File: config.mk
export PLATFORM = sky130hd
export DESIGN_NAME = dssq_top
export DESIGN_NICKNAME = d
export VERILOG_FILES = /design/src/verilog/dssq_pkg.sv /design/src/verilog/dssq_match_flags.sv /design/src/verilog/dssq_next_state.sv /design/src/verilog/dssq_top.sv
export SDC_FILE = /design/constraint.sdc
export NUM_CORES = 1
export LEC_CHECK = 0
export BUFFER_PORTS_ARGS = -buffer_cell sky130_fd_sc_hd__buf_2
export CORE_AREA = 5 5 89 91
export CTS_CLUSTER_SIZE = 30
export DETAILED_ROUTE_END_ITERATION = 16
export DIE_AREA = 0 0 94 96
export RECOVER_POWER = 100
export SKIP_LAST_GASP = 1
export SYNTH_ARGS = -nofsm -noshare
export SYNTH_HDL_FRONTEND = slang
export SYNTH_SLANG_ARGS = --single-unit
File: constraint.sdc
create_clock -name clock -period 3.39 [get_ports clock]
set_clock_uncertainty 0.2 [all_clocks]
set_input_delay 0.678 -clock clock [delete_from_list [all_inputs] [get_ports clock]]
set_output_delay 0.678 -clock clock [all_outputs]
set_load 0.005 [all_outputs]
File: src/verilog/dssq_pkg.sv
// constants and types for the debug state sequencer next-state block
package dssq_pkg;

  // avalon slave geometry; registers sit at byte address index*4
  localparam int          ADDR_W     = 8;
  localparam int          DATA_W     = 32;
  localparam int          IDX_W      = 6;
  localparam int          IDX_LSB    = 2;
  localparam int          NUM_CH     = 4;
  localparam int          CODE_W     = 4;

  // register indices
  localparam logic [5:0]  IDX_CTRL   = 6'h20;
  localparam logic [5:0]  IDX_STATUS = 6'h21;
  localparam logic [5:0]  IDX_SHARED = 6'h27;

  // debug_control_one and status register fields
  localparam int          CTRL_VIEW_LSB = 0;
  localparam int          CTRL_VIEW_MSB = 1;
  localparam int          CTRL_ARM_BIT  = 7;
  localparam int          STAT_ARM_BIT  = 7;
  localparam int          STAT_ST_MSB   = 2;

  // register_view_select encodings
  localparam logic [1:0]  VIEW_S1    = 2'h0;
  localparam logic [1:0]  VIEW_S2    = 2'h1;
  localparam logic [1:0]  VIEW_S3    = 2'h2;
  localparam logic [1:0]  VIEW_MF    = 2'h3;

  // reset values
  localparam logic [3:0]  CODE_RST   = 4'h0;
  localparam logic [1:0]  VIEW_RST   = 2'h0;
  localparam logic [3:0]  FLAGS_RST  = 4'h0;

  // target of a transition
  localparam logic [1:0]  TGT_S1     = 2'h0;
  localparam logic [1:0]  TGT_S2     = 2'h1;
  localparam logic [1:0]  TGT_S3     = 2'h2;
  localparam logic [1:0]  TGT_FIN    = 2'h3;

  // channel numbers
  localparam logic [1:0]  CH0        = 2'h0;
  localparam logic [1:0]  CH1        = 2'h1;
  localparam logic [1:0]  CH2        = 2'h2;
  localparam logic [1:0]  CH3        = 2'h3;

  typedef enum logic [2:0] {ST_IDLE, ST_S1, ST_S2, ST_S3, ST_FIN} dssq_state_e;

  typedef struct packed {
    logic       valid;
    logic [1:0] target;
  } dssq_move_s;

endpackage

File: src/verilog/dssq_match_flags.sv
// sticky per-channel match flags
`timescale 1ns/1ps
module dssq_match_flags
  import dssq_pkg::*;
(
  // clock and reset
  input  wire logic              clock,
  input  wire logic              rst_n,
  // control
  input  wire logic              clear,
  input  wire logic              armed,
  input  wire logic [NUM_CH-1:0] match,
  // flags
  output logic      [NUM_CH-1:0] flags
);

  // a match in the clear cycle lands only if already armed: then set wins over clear
  always_ff @(posedge clock or negedge rst_n) begin
    if (!rst_n) begin
      flags <= FLAGS_RST;
    end else if (clear) begin
      flags <= armed ? match : FLAGS_RST;
    end else if (armed) begin
      flags <= flags | match;
    end
  end

endmodule

File: src/verilog/dssq_next_state.sv
// next-state decode for states 2 and 3 with channel priority
`timescale 1ns/1ps
module dssq_next_state
  import dssq_pkg::*;
(
  // selection
  input  wire logic              in_state3,
  input  wire logic [CODE_W-1:0] code,
  input  wire logic [NUM_CH-1:0] match,
  // result
  output dssq_move_s             move
);

  function automatic logic [2:0] map_chan(input logic st3, input logic [3:0] c,
                                          input logic [1:0] ch);
    logic [2:0] r;
    r = 3'h0;
    if (!st3) begin
      case (c)
        4'h0: r = {1'b1, TGT_S1};
        4'h1: r = {1'b1, TGT_S3};
        4'h2: r = {1'b1, TGT_FIN};
        4'h3: if (ch == CH3) r = {1'b1, TGT_S1};
        4'h4: if (ch == CH3) r = {1'b1, TGT_S3};
        4'h5: if (ch == CH3) r = {1'b1, TGT_FIN};
        4'h6: if (ch == CH0) r = {1'b1, TGT_S1}; else if (ch == CH1) r = {1'b1, TGT_S3};
        4'h7: if (ch == CH1) r = {1'b1, TGT_S3};
              else if (ch == CH0) r = {1'b1, TGT_FIN};
        4'h8: if (ch == CH0) r = {1'b1, TGT_S1}; else if (ch == CH2) r = {1'b1, TGT_S3};
        4'h9: if (ch == CH2) r = {1'b1, TGT_S3};
              else if (ch == CH0) r = {1'b1, TGT_FIN};
        4'hA: if (ch == CH1) r = {1'b1, TGT_S1}; else if (ch == CH3) r = {1'b1, TGT_S3};
        4'hB: if (ch == CH3) r = {1'b1, TGT_S3};
              else if (ch == CH1) r = {1'b1, TGT_FIN};
        4'hC: if (ch == CH2) r = {1'b1, TGT_S1};
              else if (ch == CH3) r = {1'b1, TGT_FIN};
        4'hD: if (ch != CH2) r = {1'b1, TGT_FIN};
        default: r = 3'h0;
      endcase
    end else begin
      case (c)
        4'h0: r = {1'b1, TGT_S1};
        4'h1: r = {1'b1, TGT_S2};
        4'h2: r = {1'b1, TGT_FIN};
        4'h3: if (ch == CH0) r = {1'b1, TGT_S1};
        4'h4: if (ch == CH0) r = {1'b1, TGT_S2};
        4'h5: if (ch == CH0) r = {1'b1, TGT_FIN};
              else if (ch == CH1) r = {1'b1, TGT_S1};
        4'h6: if (ch == CH1) r = {1'b1, TGT_S1};
        4'h7: if (ch == CH1) r = {1'b1, TGT_S2};
        4'h8: if (ch == CH1) r = {1'b1, TGT_FIN};
        4'h9: if (ch == CH2) r = {1'b1, TGT_S2};
              else if (ch == CH0) r = {1'b1, TGT_FIN};
        4'hA: if (ch == CH1) r = {1'b1, TGT_S1}; else if (ch == CH3) r = {1'b1, TGT_S2};
        4'hB: if (ch == CH3) r = {1'b1, TGT_S2};
              else if (ch == CH1) r = {1'b1, TGT_FIN};
        4'hC: if (ch == CH2) r = {1'b1, TGT_FIN};
        4'hD: if (ch == CH3) r = {1'b1, TGT_FIN};
        default: r = 3'h0;
      endcase
    end
    return r;
  endfunction

  logic [NUM_CH-1:0] hit;
  logic [NUM_CH-1:0] to_fin;
  logic [1:0]        tgt [NUM_CH];

  for (genvar i = 0; i < NUM_CH; i++) begin : g_ch
    logic [2:0] m;
    assign m         = map_chan(in_state3, code, 2'(i));
    assign hit[i]    = match[i] & m[2];
    assign tgt[i]    = m[1:0];
    assign to_fin[i] = hit[i] & (m[1:0] == TGT_FIN);
  end

  // final state outranks everything, then the lowest channel
  always_comb begin
    move = '0;
    for (int i = NUM_CH - 1; i >= 0; i--) begin
      if (hit[i]) begin
        move = '{valid: 1'b1, target: tgt[i]};
      end
    end
    if (|to_fin) begin
      move = '{valid: 1'b1, target: TGT_FIN};
    end
  end

endmodule

File: src/verilog/dssq_top.sv
// debug state sequencer, states 2/3 next-state registers, match flags, avalon slave
`timescale 1ns/1ps
// What this block does
// - state2 code register shows at shared address with view 01; writable only disarmed
// - state3 code register shows at shared address with view 10; writable only disarmed
// - match flags read at shared address with view 11; writes never change them
// - state2 codes 0-2: any match goes to state1, state3, final
// - state2 codes 3-5: only channel 3 goes to state1, state3, final
// - state2 code 6: ch0 state1, ch1 state3; code 7: ch1 state3, ch0 final
// - state2 code 8: ch0 state1, ch2 state3; code 9: ch2 state3, ch0 final
// - state2 code A: ch1 state1, ch3 state3; code B: ch3 state3, ch1 final
// - state2 code C: channel 2 to state1, channel 3 to final
// - state2 code D: channel 2 ignored, channels 0,1,3 to final
// - codes E and F never cause a transition in states 2 and 3
// - state3 codes 0-2: any match goes to state1, state2, final
// - state3 codes 3 and 4: only channel 0 goes to state1 or state2
// - state3 code 5: channel 0 to final, channel 1 to state1
// - state3 codes 6-8: only channel 1 goes to state1, state2, final
// - state3 code 9: channel 2 to state2, channel 0 to final
// - state3 code A: ch1 state1, ch3 state2; code B: ch3 state2, ch1 final
// - state3 code C: only ch2 to final; code D: only ch3 to final
// - lowest channel wins simultaneous matches; final target beats all others
// - four flags, one per channel, set by a match during a session
// - flags persist after session, software cannot clear, cleared by arming
// - set flag never blocks others; repeat matches change nothing
// - two-bit view select in control register picks the shared-address register
module dssq_top
  import dssq_pkg::*;
(
  // clock and reset
  input  wire logic              clock,
  input  wire logic              rst_n,
  // avalon-mm slave
  input  wire logic [ADDR_W-1:0] address,
  input  wire logic              read,
  input  wire logic              write,
  input  wire logic [DATA_W-1:0] writedata,
  input  wire logic [3:0]        byteenable,
  output logic      [DATA_W-1:0] readdata,
  output logic                   waitrequest,
  // comparator channels and state1 logic
  input  wire logic [NUM_CH-1:0] match,
  input  wire logic              s1_move,
  input  wire logic [1:0]        s1_target,
  // session status
  output logic                   armed,
  output dssq_state_e            seq_state,
  output logic                   final_hit,
  output logic      [NUM_CH-1:0] match_flags
);

  logic [1:0]        view;
  logic [CODE_W-1:0] scr2;
  logic [CODE_W-1:0] scr3;
  dssq_move_s        mv;

  // bus decode
  logic [IDX_W-1:0]  idx;
  logic              commit;
  logic              wr_lo;
  logic              wr_ctrl;
  logic              wr_shared;
  logic              arm_wr;
  logic              in_eval;
  logic              go_final;

  assign idx       = address[ADDR_W-1:IDX_LSB];
  // one wait state: write data is latched while waitrequest is low
  assign commit    = (read | write) & ~waitrequest;
  assign wr_lo     = write & commit & byteenable[0];
  assign wr_ctrl   = wr_lo & (idx == IDX_CTRL);
  assign wr_shared = wr_lo & (idx == IDX_SHARED);
  assign arm_wr    = wr_ctrl & writedata[CTRL_ARM_BIT];
  assign in_eval   = armed & ((seq_state == ST_S2) | (seq_state == ST_S3));
  assign go_final  = armed & (((seq_state == ST_S1) & s1_move & (s1_target == TGT_FIN))
                    | (in_eval & mv.valid & (mv.target == TGT_FIN)));

  dssq_next_state u_next (
    .in_state3 (seq_state == ST_S3),
    .code      ((seq_state == ST_S3) ? scr3 : scr2),
    .match     (match),
    .move      (mv)
  );

  dssq_match_flags u_flags (
    .clock (clock),
    .rst_n (rst_n),
    .clear (arm_wr),
    .armed (armed),
    .match (match),
    .flags (match_flags)
  );

  // waitrequest idles high and drops for the single accepting cycle
  always_ff @(posedge clock or negedge rst_n) begin
    if (!rst_n) begin
      waitrequest <= 1'b1;
    end else begin
      waitrequest <= ~((read | write) & waitrequest);
    end
  end

  // read data captured one edge before the accepting edge
  always_ff @(posedge clock or negedge rst_n) begin
    if (!rst_n) begin
      readdata <= '0;
    end else if (read & waitrequest) begin
      readdata <= '0;
      case (idx)
        IDX_CTRL: begin
          readdata[CTRL_VIEW_MSB:CTRL_VIEW_LSB] <= view;
          readdata[CTRL_ARM_BIT]                <= armed;
        end
        IDX_STATUS: begin
          readdata[STAT_ST_MSB:0] <= seq_state;
          readdata[STAT_ARM_BIT]  <= armed;
        end
        IDX_SHARED: begin
          case (view)
            VIEW_S2: readdata[CODE_W-1:0] <= scr2;
            VIEW_S3: readdata[CODE_W-1:0] <= scr3;
            VIEW_MF: readdata[NUM_CH-1:0] <= match_flags;
            default: readdata <= '0;
          endcase
        end
        default: readdata <= '0;
      endcase
    end
  end

  // view select is writable at any time
  always_ff @(posedge clock or negedge rst_n) begin
    if (!rst_n) begin
      view <= VIEW_RST;
    end else if (wr_ctrl) begin
      view <= writedata[CTRL_VIEW_MSB:CTRL_VIEW_LSB];
    end
  end

  // code registers frozen while armed so a live session cannot be re-steered
  always_ff @(posedge clock or negedge rst_n) begin
    if (!rst_n) begin
      scr2 <= CODE_RST;
      scr3 <= CODE_RST;
    end else if (wr_shared & ~armed) begin
      if (view == VIEW_S2) begin
        scr2 <= writedata[CODE_W-1:0];
      end
      if (view == VIEW_S3) begin
        scr3 <= writedata[CODE_W-1:0];
      end
    end
  end

  // arm bit: set by software, cleared by software or on reaching final
  always_ff @(posedge clock or negedge rst_n) begin
    if (!rst_n) begin
      armed <= 1'b0;
    end else if (wr_ctrl) begin
      armed <= writedata[CTRL_ARM_BIT];
    end else if (go_final) begin
      armed <= 1'b0;
    end
  end

  // sequencer state
  always_ff @(posedge clock or negedge rst_n) begin
    if (!rst_n) begin
      seq_state <= ST_IDLE;
    end else if (arm_wr) begin
      seq_state <= ST_S1;
    end else if (armed) begin
      case (seq_state)
        ST_S1: begin
          if (s1_move) begin
            case (s1_target)
              TGT_S2:  seq_state <= ST_S2;
              TGT_S3:  seq_state <= ST_S3;
              TGT_FIN: seq_state <= ST_FIN;
              default: seq_state <= ST_S1;
            endcase
          end
        end
        ST_S2, ST_S3: begin
          if (mv.valid) begin
            case (mv.target)
              TGT_S1:  seq_state <= ST_S1;
              TGT_S2:  seq_state <= ST_S2;
              TGT_S3:  seq_state <= ST_S3;
              default: seq_state <= ST_FIN;
            endcase
          end
        end
        default: seq_state <= seq_state;
      endcase
    end
  end

  // one-cycle pulse when the session reaches final state without a control write in that cycle
  always_ff @(posedge clock or negedge rst_n) begin
    if (!rst_n) begin
      final_hit <= 1'b0;
    end else begin
      final_hit <= go_final & ~wr_ctrl;
    end
  end

  property p_scr2_write;
    @(posedge clock) disable iff (!rst_n)
      wr_shared && !armed && view == VIEW_S2 |=> scr2 == $past(writedata[CODE_W-1:0]);
  endproperty
  a_scr2_write: assert property (p_scr2_write)
    else $error("state2 code not written");

  property p_locked;
    @(posedge clock) disable iff (!rst_n)
      armed && !wr_ctrl |=> $stable(scr2) && $stable(scr3);
  endproperty
  a_locked: assert property (p_locked)
    else $error("code register changed while armed");

  property p_flags_ro;
    @(posedge clock) disable iff (!rst_n)
      !arm_wr && !(armed && |match) |=> $stable(match_flags);
  endproperty
  a_flags_ro: assert property (p_flags_ro)
    else $error("match flags changed without match or arming");

  property p_s2_any;
    @(posedge clock) disable iff (!rst_n)
      armed && !wr_ctrl && seq_state == ST_S2 && scr2 == 4'h0 && match[0]
      |=> seq_state == ST_S1;
  endproperty
  a_s2_any: assert property (p_s2_any)
    else $error("state2 code 0 did not go to state1");

  property p_reserved;
    @(posedge clock) disable iff (!rst_n)
      armed && !wr_ctrl && seq_state == ST_S3 && scr3[3:1] == 3'h7 |=> $stable(seq_state);
  endproperty
  a_reserved: assert property (p_reserved)
    else $error("reserved code caused a transition");

  property p_final_wins;
    @(posedge clock) disable iff (!rst_n)
      in_eval && !wr_ctrl && mv.valid && mv.target == TGT_FIN
      |=> seq_state == ST_FIN && !armed ##1 !final_hit;
  endproperty
  a_final_wins: assert property (p_final_wins)
    else $error("final target not taken or pulse too long");

  property p_flag_set;
    @(posedge clock) disable iff (!rst_n)
      armed && |match |=> (match_flags & $past(match)) == $past(match);
  endproperty
  a_flag_set: assert property (p_flag_set)
    else $error("matched channel flag not set");

  property p_arm_clear;
    @(posedge clock) disable iff (!rst_n)
      arm_wr && !armed |=> match_flags == FLAGS_RST && seq_state == ST_S1;
  endproperty
  a_arm_clear: assert property (p_arm_clear)
    else $error("arming did not clear flags");

  property p_view_read;
    @(posedge clock) disable iff (!rst_n)
      read && !waitrequest && idx == IDX_SHARED && view == VIEW_S2 && !$past(wr_lo)
      |-> readdata == {28'h0, scr2};
  endproperty
  a_view_read: assert property (p_view_read)
    else $error("shared read did not return state2 code");

  property p_idle_hold;
    @(posedge clock) disable iff (!rst_n)
      !armed && !arm_wr |=> $stable(seq_state);
  endproperty
  a_idle_hold: assert property (p_idle_hold)
    else $error("sequencer moved while disarmed");

  property p_s2_ch3_only;
    @(posedge clock) disable iff (!rst_n)
      armed && !wr_ctrl && seq_state == ST_S2 && scr2 inside {4'h3, 4'h4, 4'h5} && !match[3]
      |=> $stable(seq_state);
  endproperty
  a_s2_ch3_only: assert property (p_s2_ch3_only)
    else $error("state2 codes 3 to 5 moved without a channel 3 match");

  property p_s2_code7_fin;
    @(posedge clock) disable iff (!rst_n)
      armed && !wr_ctrl && seq_state == ST_S2 && scr2 == 4'h7 && match[0]
      |=> seq_state == ST_FIN;
  endproperty
  a_s2_code7_fin: assert property (p_s2_code7_fin)
    else $error("state2 code 7 channel 0 did not reach final");

  property p_s2_codeA_s1;
    @(posedge clock) disable iff (!rst_n)
      armed && !wr_ctrl && seq_state == ST_S2 && scr2 == 4'hA && match[1]
      |=> seq_state == ST_S1;
  endproperty
  a_s2_codeA_s1: assert property (p_s2_codeA_s1)
    else $error("state2 code A channel 1 did not reach state1");

  property p_s2_codeC_fin;
    @(posedge clock) disable iff (!rst_n)
      armed && !wr_ctrl && seq_state == ST_S2 && scr2 == 4'hC && match[3]
      |=> seq_state == ST_FIN;
  endproperty
  a_s2_codeC_fin: assert property (p_s2_codeC_fin)
    else $error("state2 code C channel 3 did not reach final");

  property p_s2_codeD_ch2;
    @(posedge clock) disable iff (!rst_n)
      armed && !wr_ctrl && seq_state == ST_S2 && scr2 == 4'hD && match == 4'h4
      |=> $stable(seq_state);
  endproperty
  a_s2_codeD_ch2: assert property (p_s2_codeD_ch2)
    else $error("state2 code D moved on channel 2 alone");

  property p_s3_ch0_only;
    @(posedge clock) disable iff (!rst_n)
      armed && !wr_ctrl && seq_state == ST_S3 && scr3 inside {4'h3, 4'h4} && !match[0]
      |=> $stable(seq_state);
  endproperty
  a_s3_ch0_only: assert property (p_s3_ch0_only)
    else $error("state3 codes 3 and 4 moved without a channel 0 match");

  property p_s3_ch1_only;
    @(posedge clock) disable iff (!rst_n)
      armed && !wr_ctrl && seq_state == ST_S3 && scr3 inside {4'h6, 4'h7, 4'h8} && !match[1]
      |=> $stable(seq_state);
  endproperty
  a_s3_ch1_only: assert property (p_s3_ch1_only)
    else $error("state3 codes 6 to 8 moved without a channel 1 match");

  property p_s3_code9_s2;
    @(posedge clock) disable iff (!rst_n)
      armed && !wr_ctrl && seq_state == ST_S3 && scr3 == 4'h9 && match[2] && !match[0]
      |=> seq_state == ST_S2;
  endproperty
  a_s3_code9_s2: assert property (p_s3_code9_s2)
    else $error("state3 code 9 channel 2 did not reach state2");

  property p_flags_sticky;
    @(posedge clock) disable iff (!rst_n)
      !arm_wr |=> (match_flags & $past(match_flags)) == $past(match_flags);
  endproperty
  a_flags_sticky: assert property (p_flags_sticky)
    else $error("a match flag dropped without arming");

endmodule

==> qor.yml <==
gp_congestion: 0.923
netSwitchingFraction_pct: 28.5
pwr_density_cell_nw_per_um2: 251
num_io_pins: 97
numPortBuffers: 37
clock_latency_ps: 270
floorplan.rows: 31
start_kind: "flop"
fin_nets: 356
drive_gt1_share_pct: 18.9
synth_edf_count: 0
tns_ps: 0
period_share_pct: 92.0
rsz0062_at_grt: "false"
synthFlopType: "dfrtp_1"
start_util_pct: 33.3
design.core.area_um2: 7060
fillers: 760
syn_area_um2: 2350
hold_violations: 0
worstPathArrival_ps: 3070
critical_path.max_stage_delay_ps: 610
status: "finished, final reports clean"
drv_cap: 0
path_cells: "and3b_1 -> a211oi_1 -> a311o_1 -> o311a_1 -> o221ai_2 -> o211ai_2 -> ha_1 -> mux2_2 -> o21ai_0 -> a21oi_1"
syn_avg_cell_area_um2: 8.72
globalRouteTotalUtil_pct: 12.7
p_comb_share_pct: 16.4
vdd.ir_drop.worst_mv: 0.276
place_hpwl_mm: 4.60
drt_iter0_drc: 123
wl_per_cell_um: 14.8
end_kind: "flop"
synthTopCellsByArea: "dfrtp_1, buf_4, mux2_2, o21ai_0, mux2i_1"
netlist_top_cells_count: "buf_4, dfrtp_1, o21ai_0"
antenna_found_initial: 0
whs_ps: 298
p_switching_mw: 0.180
seq_power_share_pct: 55.2
clockPowerShare_pct: 28.4
clockRootBuffer: "clkbuf_8"
setup_viol: 0
relSlewSlack_pct: 9.50
worst_pin_slew_ps: 1360
yosysMostFrequentCell: "buf_4"
multiInputGateArea_um2: 1460
clkTransAtPathRegs_ps: 90
grt_max_degree: 26
cp_max_fo: 12
drc_errors: 0
period_needed_ps: 3120
cp.required_ps: 3340
die_y_um: 96
drtAntennaViolNets: 0
syn_to_final_growth_pct: 6.96
hold_class: "flop to flop"
p_leak_nw: 1.13
seq_area_frac_synth_pct: 26.6
synthArstFlopShare_pct: 100
vias: 2039
viasPerCell: 5.16
fin_util_pct: 35.7
wl_mm: 5.84
ys_ff_latch: 25
final_max_slew_viol_count: 0
synth_top_area_share_pct: 25.5
diodes: 0
cts_buffer_depth: 2
yosys.area.top_type: "dfrtp_1"
regArea_um2: 627
cts-htree-levels: 1
yosysUniqueCellTypes: 57
cts.sinks: 25
dr.pass1.iters: 4
netlist_instances: 270
grt_pass1_vias: 1917
post_cts.repair.setup_buffers: 0
die_x_um: 94
cts_made_buffers: 3
cts_resized: 0
power.internal_mw: 0.451
critPathKind: "flop to flop"
design.die.area_um2: 9020
cp_slowest_cell: "dfrtp_1"
reg2reg_slack_ps: 270
max_freq_mhz: 321
grt.overflow.total: 0
yosysWarnings: 0
holdBufCountCts: 0
grt_first_pass_wirelength_mm: 9.27
cts_tree: "yes"
[stage by stage]
step / total power, mW / instances / setup WS (ps) / cell area (µm²)
global placement: 0.462 / 391 / 350 / 2500
CTS: 0.646 / 395 / 278 / 2550
finish: 0.631 / 395 / 271 / 2520
global route: 0.672 / 395 / 84.9 / 2520
floorplan: 0.423 / 296 / 723 / 2450
detailed placement: 0.464 / 391 / 311 / 2500
[cell families (layout without fill, tap and decap cells)]
| group | count (synthesis) | after routing | share of synthesized area, % |
|---|---|---|---|
| other | 1 | 27 | 0.159 |
| buffers and inverters | 58 | 58 | 14.9 |
| AOI/OAI and AO/OA | 82 | 82 | 26.3 |
| adders and majority gates | 4 | 4 | 2.13 |
| and+or+nand+nor | 71 | 71 | 17.2 |
| xor gates and xnor gates | 8 | 8 | 2.98 |
| muxes | 21 | 21 | 9.68 |
| DFF | 25 | 25 | 26.6 |
[layout by cell type, fill, tap and decap left out, types with 3 or more instances in the layout]
cell,n
nand2b_1,6
o22a_1,3
xor2_1,5
nand2_1,16
o31ai_1,4
a211oi_1,3
nor2b_1,7
nor2_1,9
a31oi_1,3
buf_4,6
buf_2,23
ha_1,4
clkbuf_8,3
mux2_2,14
xnor2_1,3
a22oi_1,6
mux2i_1,7
or3_1,4
inv_1,9
a22o_1,4
a21oi_1,10
conb_1,27
nand3b_1,4
o211ai_1,5
dfrtp_1,24
nor3_1,4
o21ai_0,20
clkbuf_1,15
nand3_1,11
[path summary, 6_finish.rpt]
| path | startpoint | endpoint | cells past startpoint |
|---|---|---|---|
| min in group asynchronous | rst_n | view[1] | 1 |
| max in group asynchronous | rst_n | u_flags.flags[0] | 1 |
| min | readdata[3] | readdata[3] | 2 |
| max | seq_state[1] | seq_state[2] | 10 |
| min reg2reg | readdata[3] | readdata[3] | 2 |
| max reg2reg | seq_state[1] | seq_state[2] | 10 |
[worst max-delay path, delay by kind of cell, from the launching register on]
family	cells	cell delay, ps
AO/OA/AOI/OAI	7	1210
adder cells (fa/ha/maj)	1	240
flip-flops	1	610
multiplexers	1	260
AND/OR/NAND/NOR	1	460
[power groups by stage]
stage                     combinational (mW)  sequential [mW]  clock, mW
after floorplan                       0.0760            0.348          0
after global routing                   0.118            0.352      0.203
final                                  0.103            0.348      0.179
after detailed placement               0.109            0.355          0
after CTS                              0.110            0.349      0.187
after global placement                 0.108            0.354          0
[registers in the layout, summed over array words and instances, names as in the netlist]
name and count:
scr2 4, final_hit 1, readdata 5, waitrequest 1
view 2, u_flags.flags 4, armed 1, scr3 4
seq_state 3
[layout make-up]
cell class	instances	area share, %
Clock buffer	3	1.64
Clock inverter	1	0.298
Inverter	9	1.34
Multi-Input combinational cell	213	58.2
Sequential cell	25	24.9
Tap cell	99	4.92
Timing Repair Buffer	45	8.75
[metal layers]
metal  up-vias  share of wire [%]  track usage [%]  wire length [µm]
met1       983                 44             16.9              2580
met5         -                  0                0                 0
met2        67                 49             21.6              2890
li1        983                  -                -                 -
met3         6                5.4             1.41               315
met4         0               0.99             3.73                58
Power figures use the tool's default switching activity.
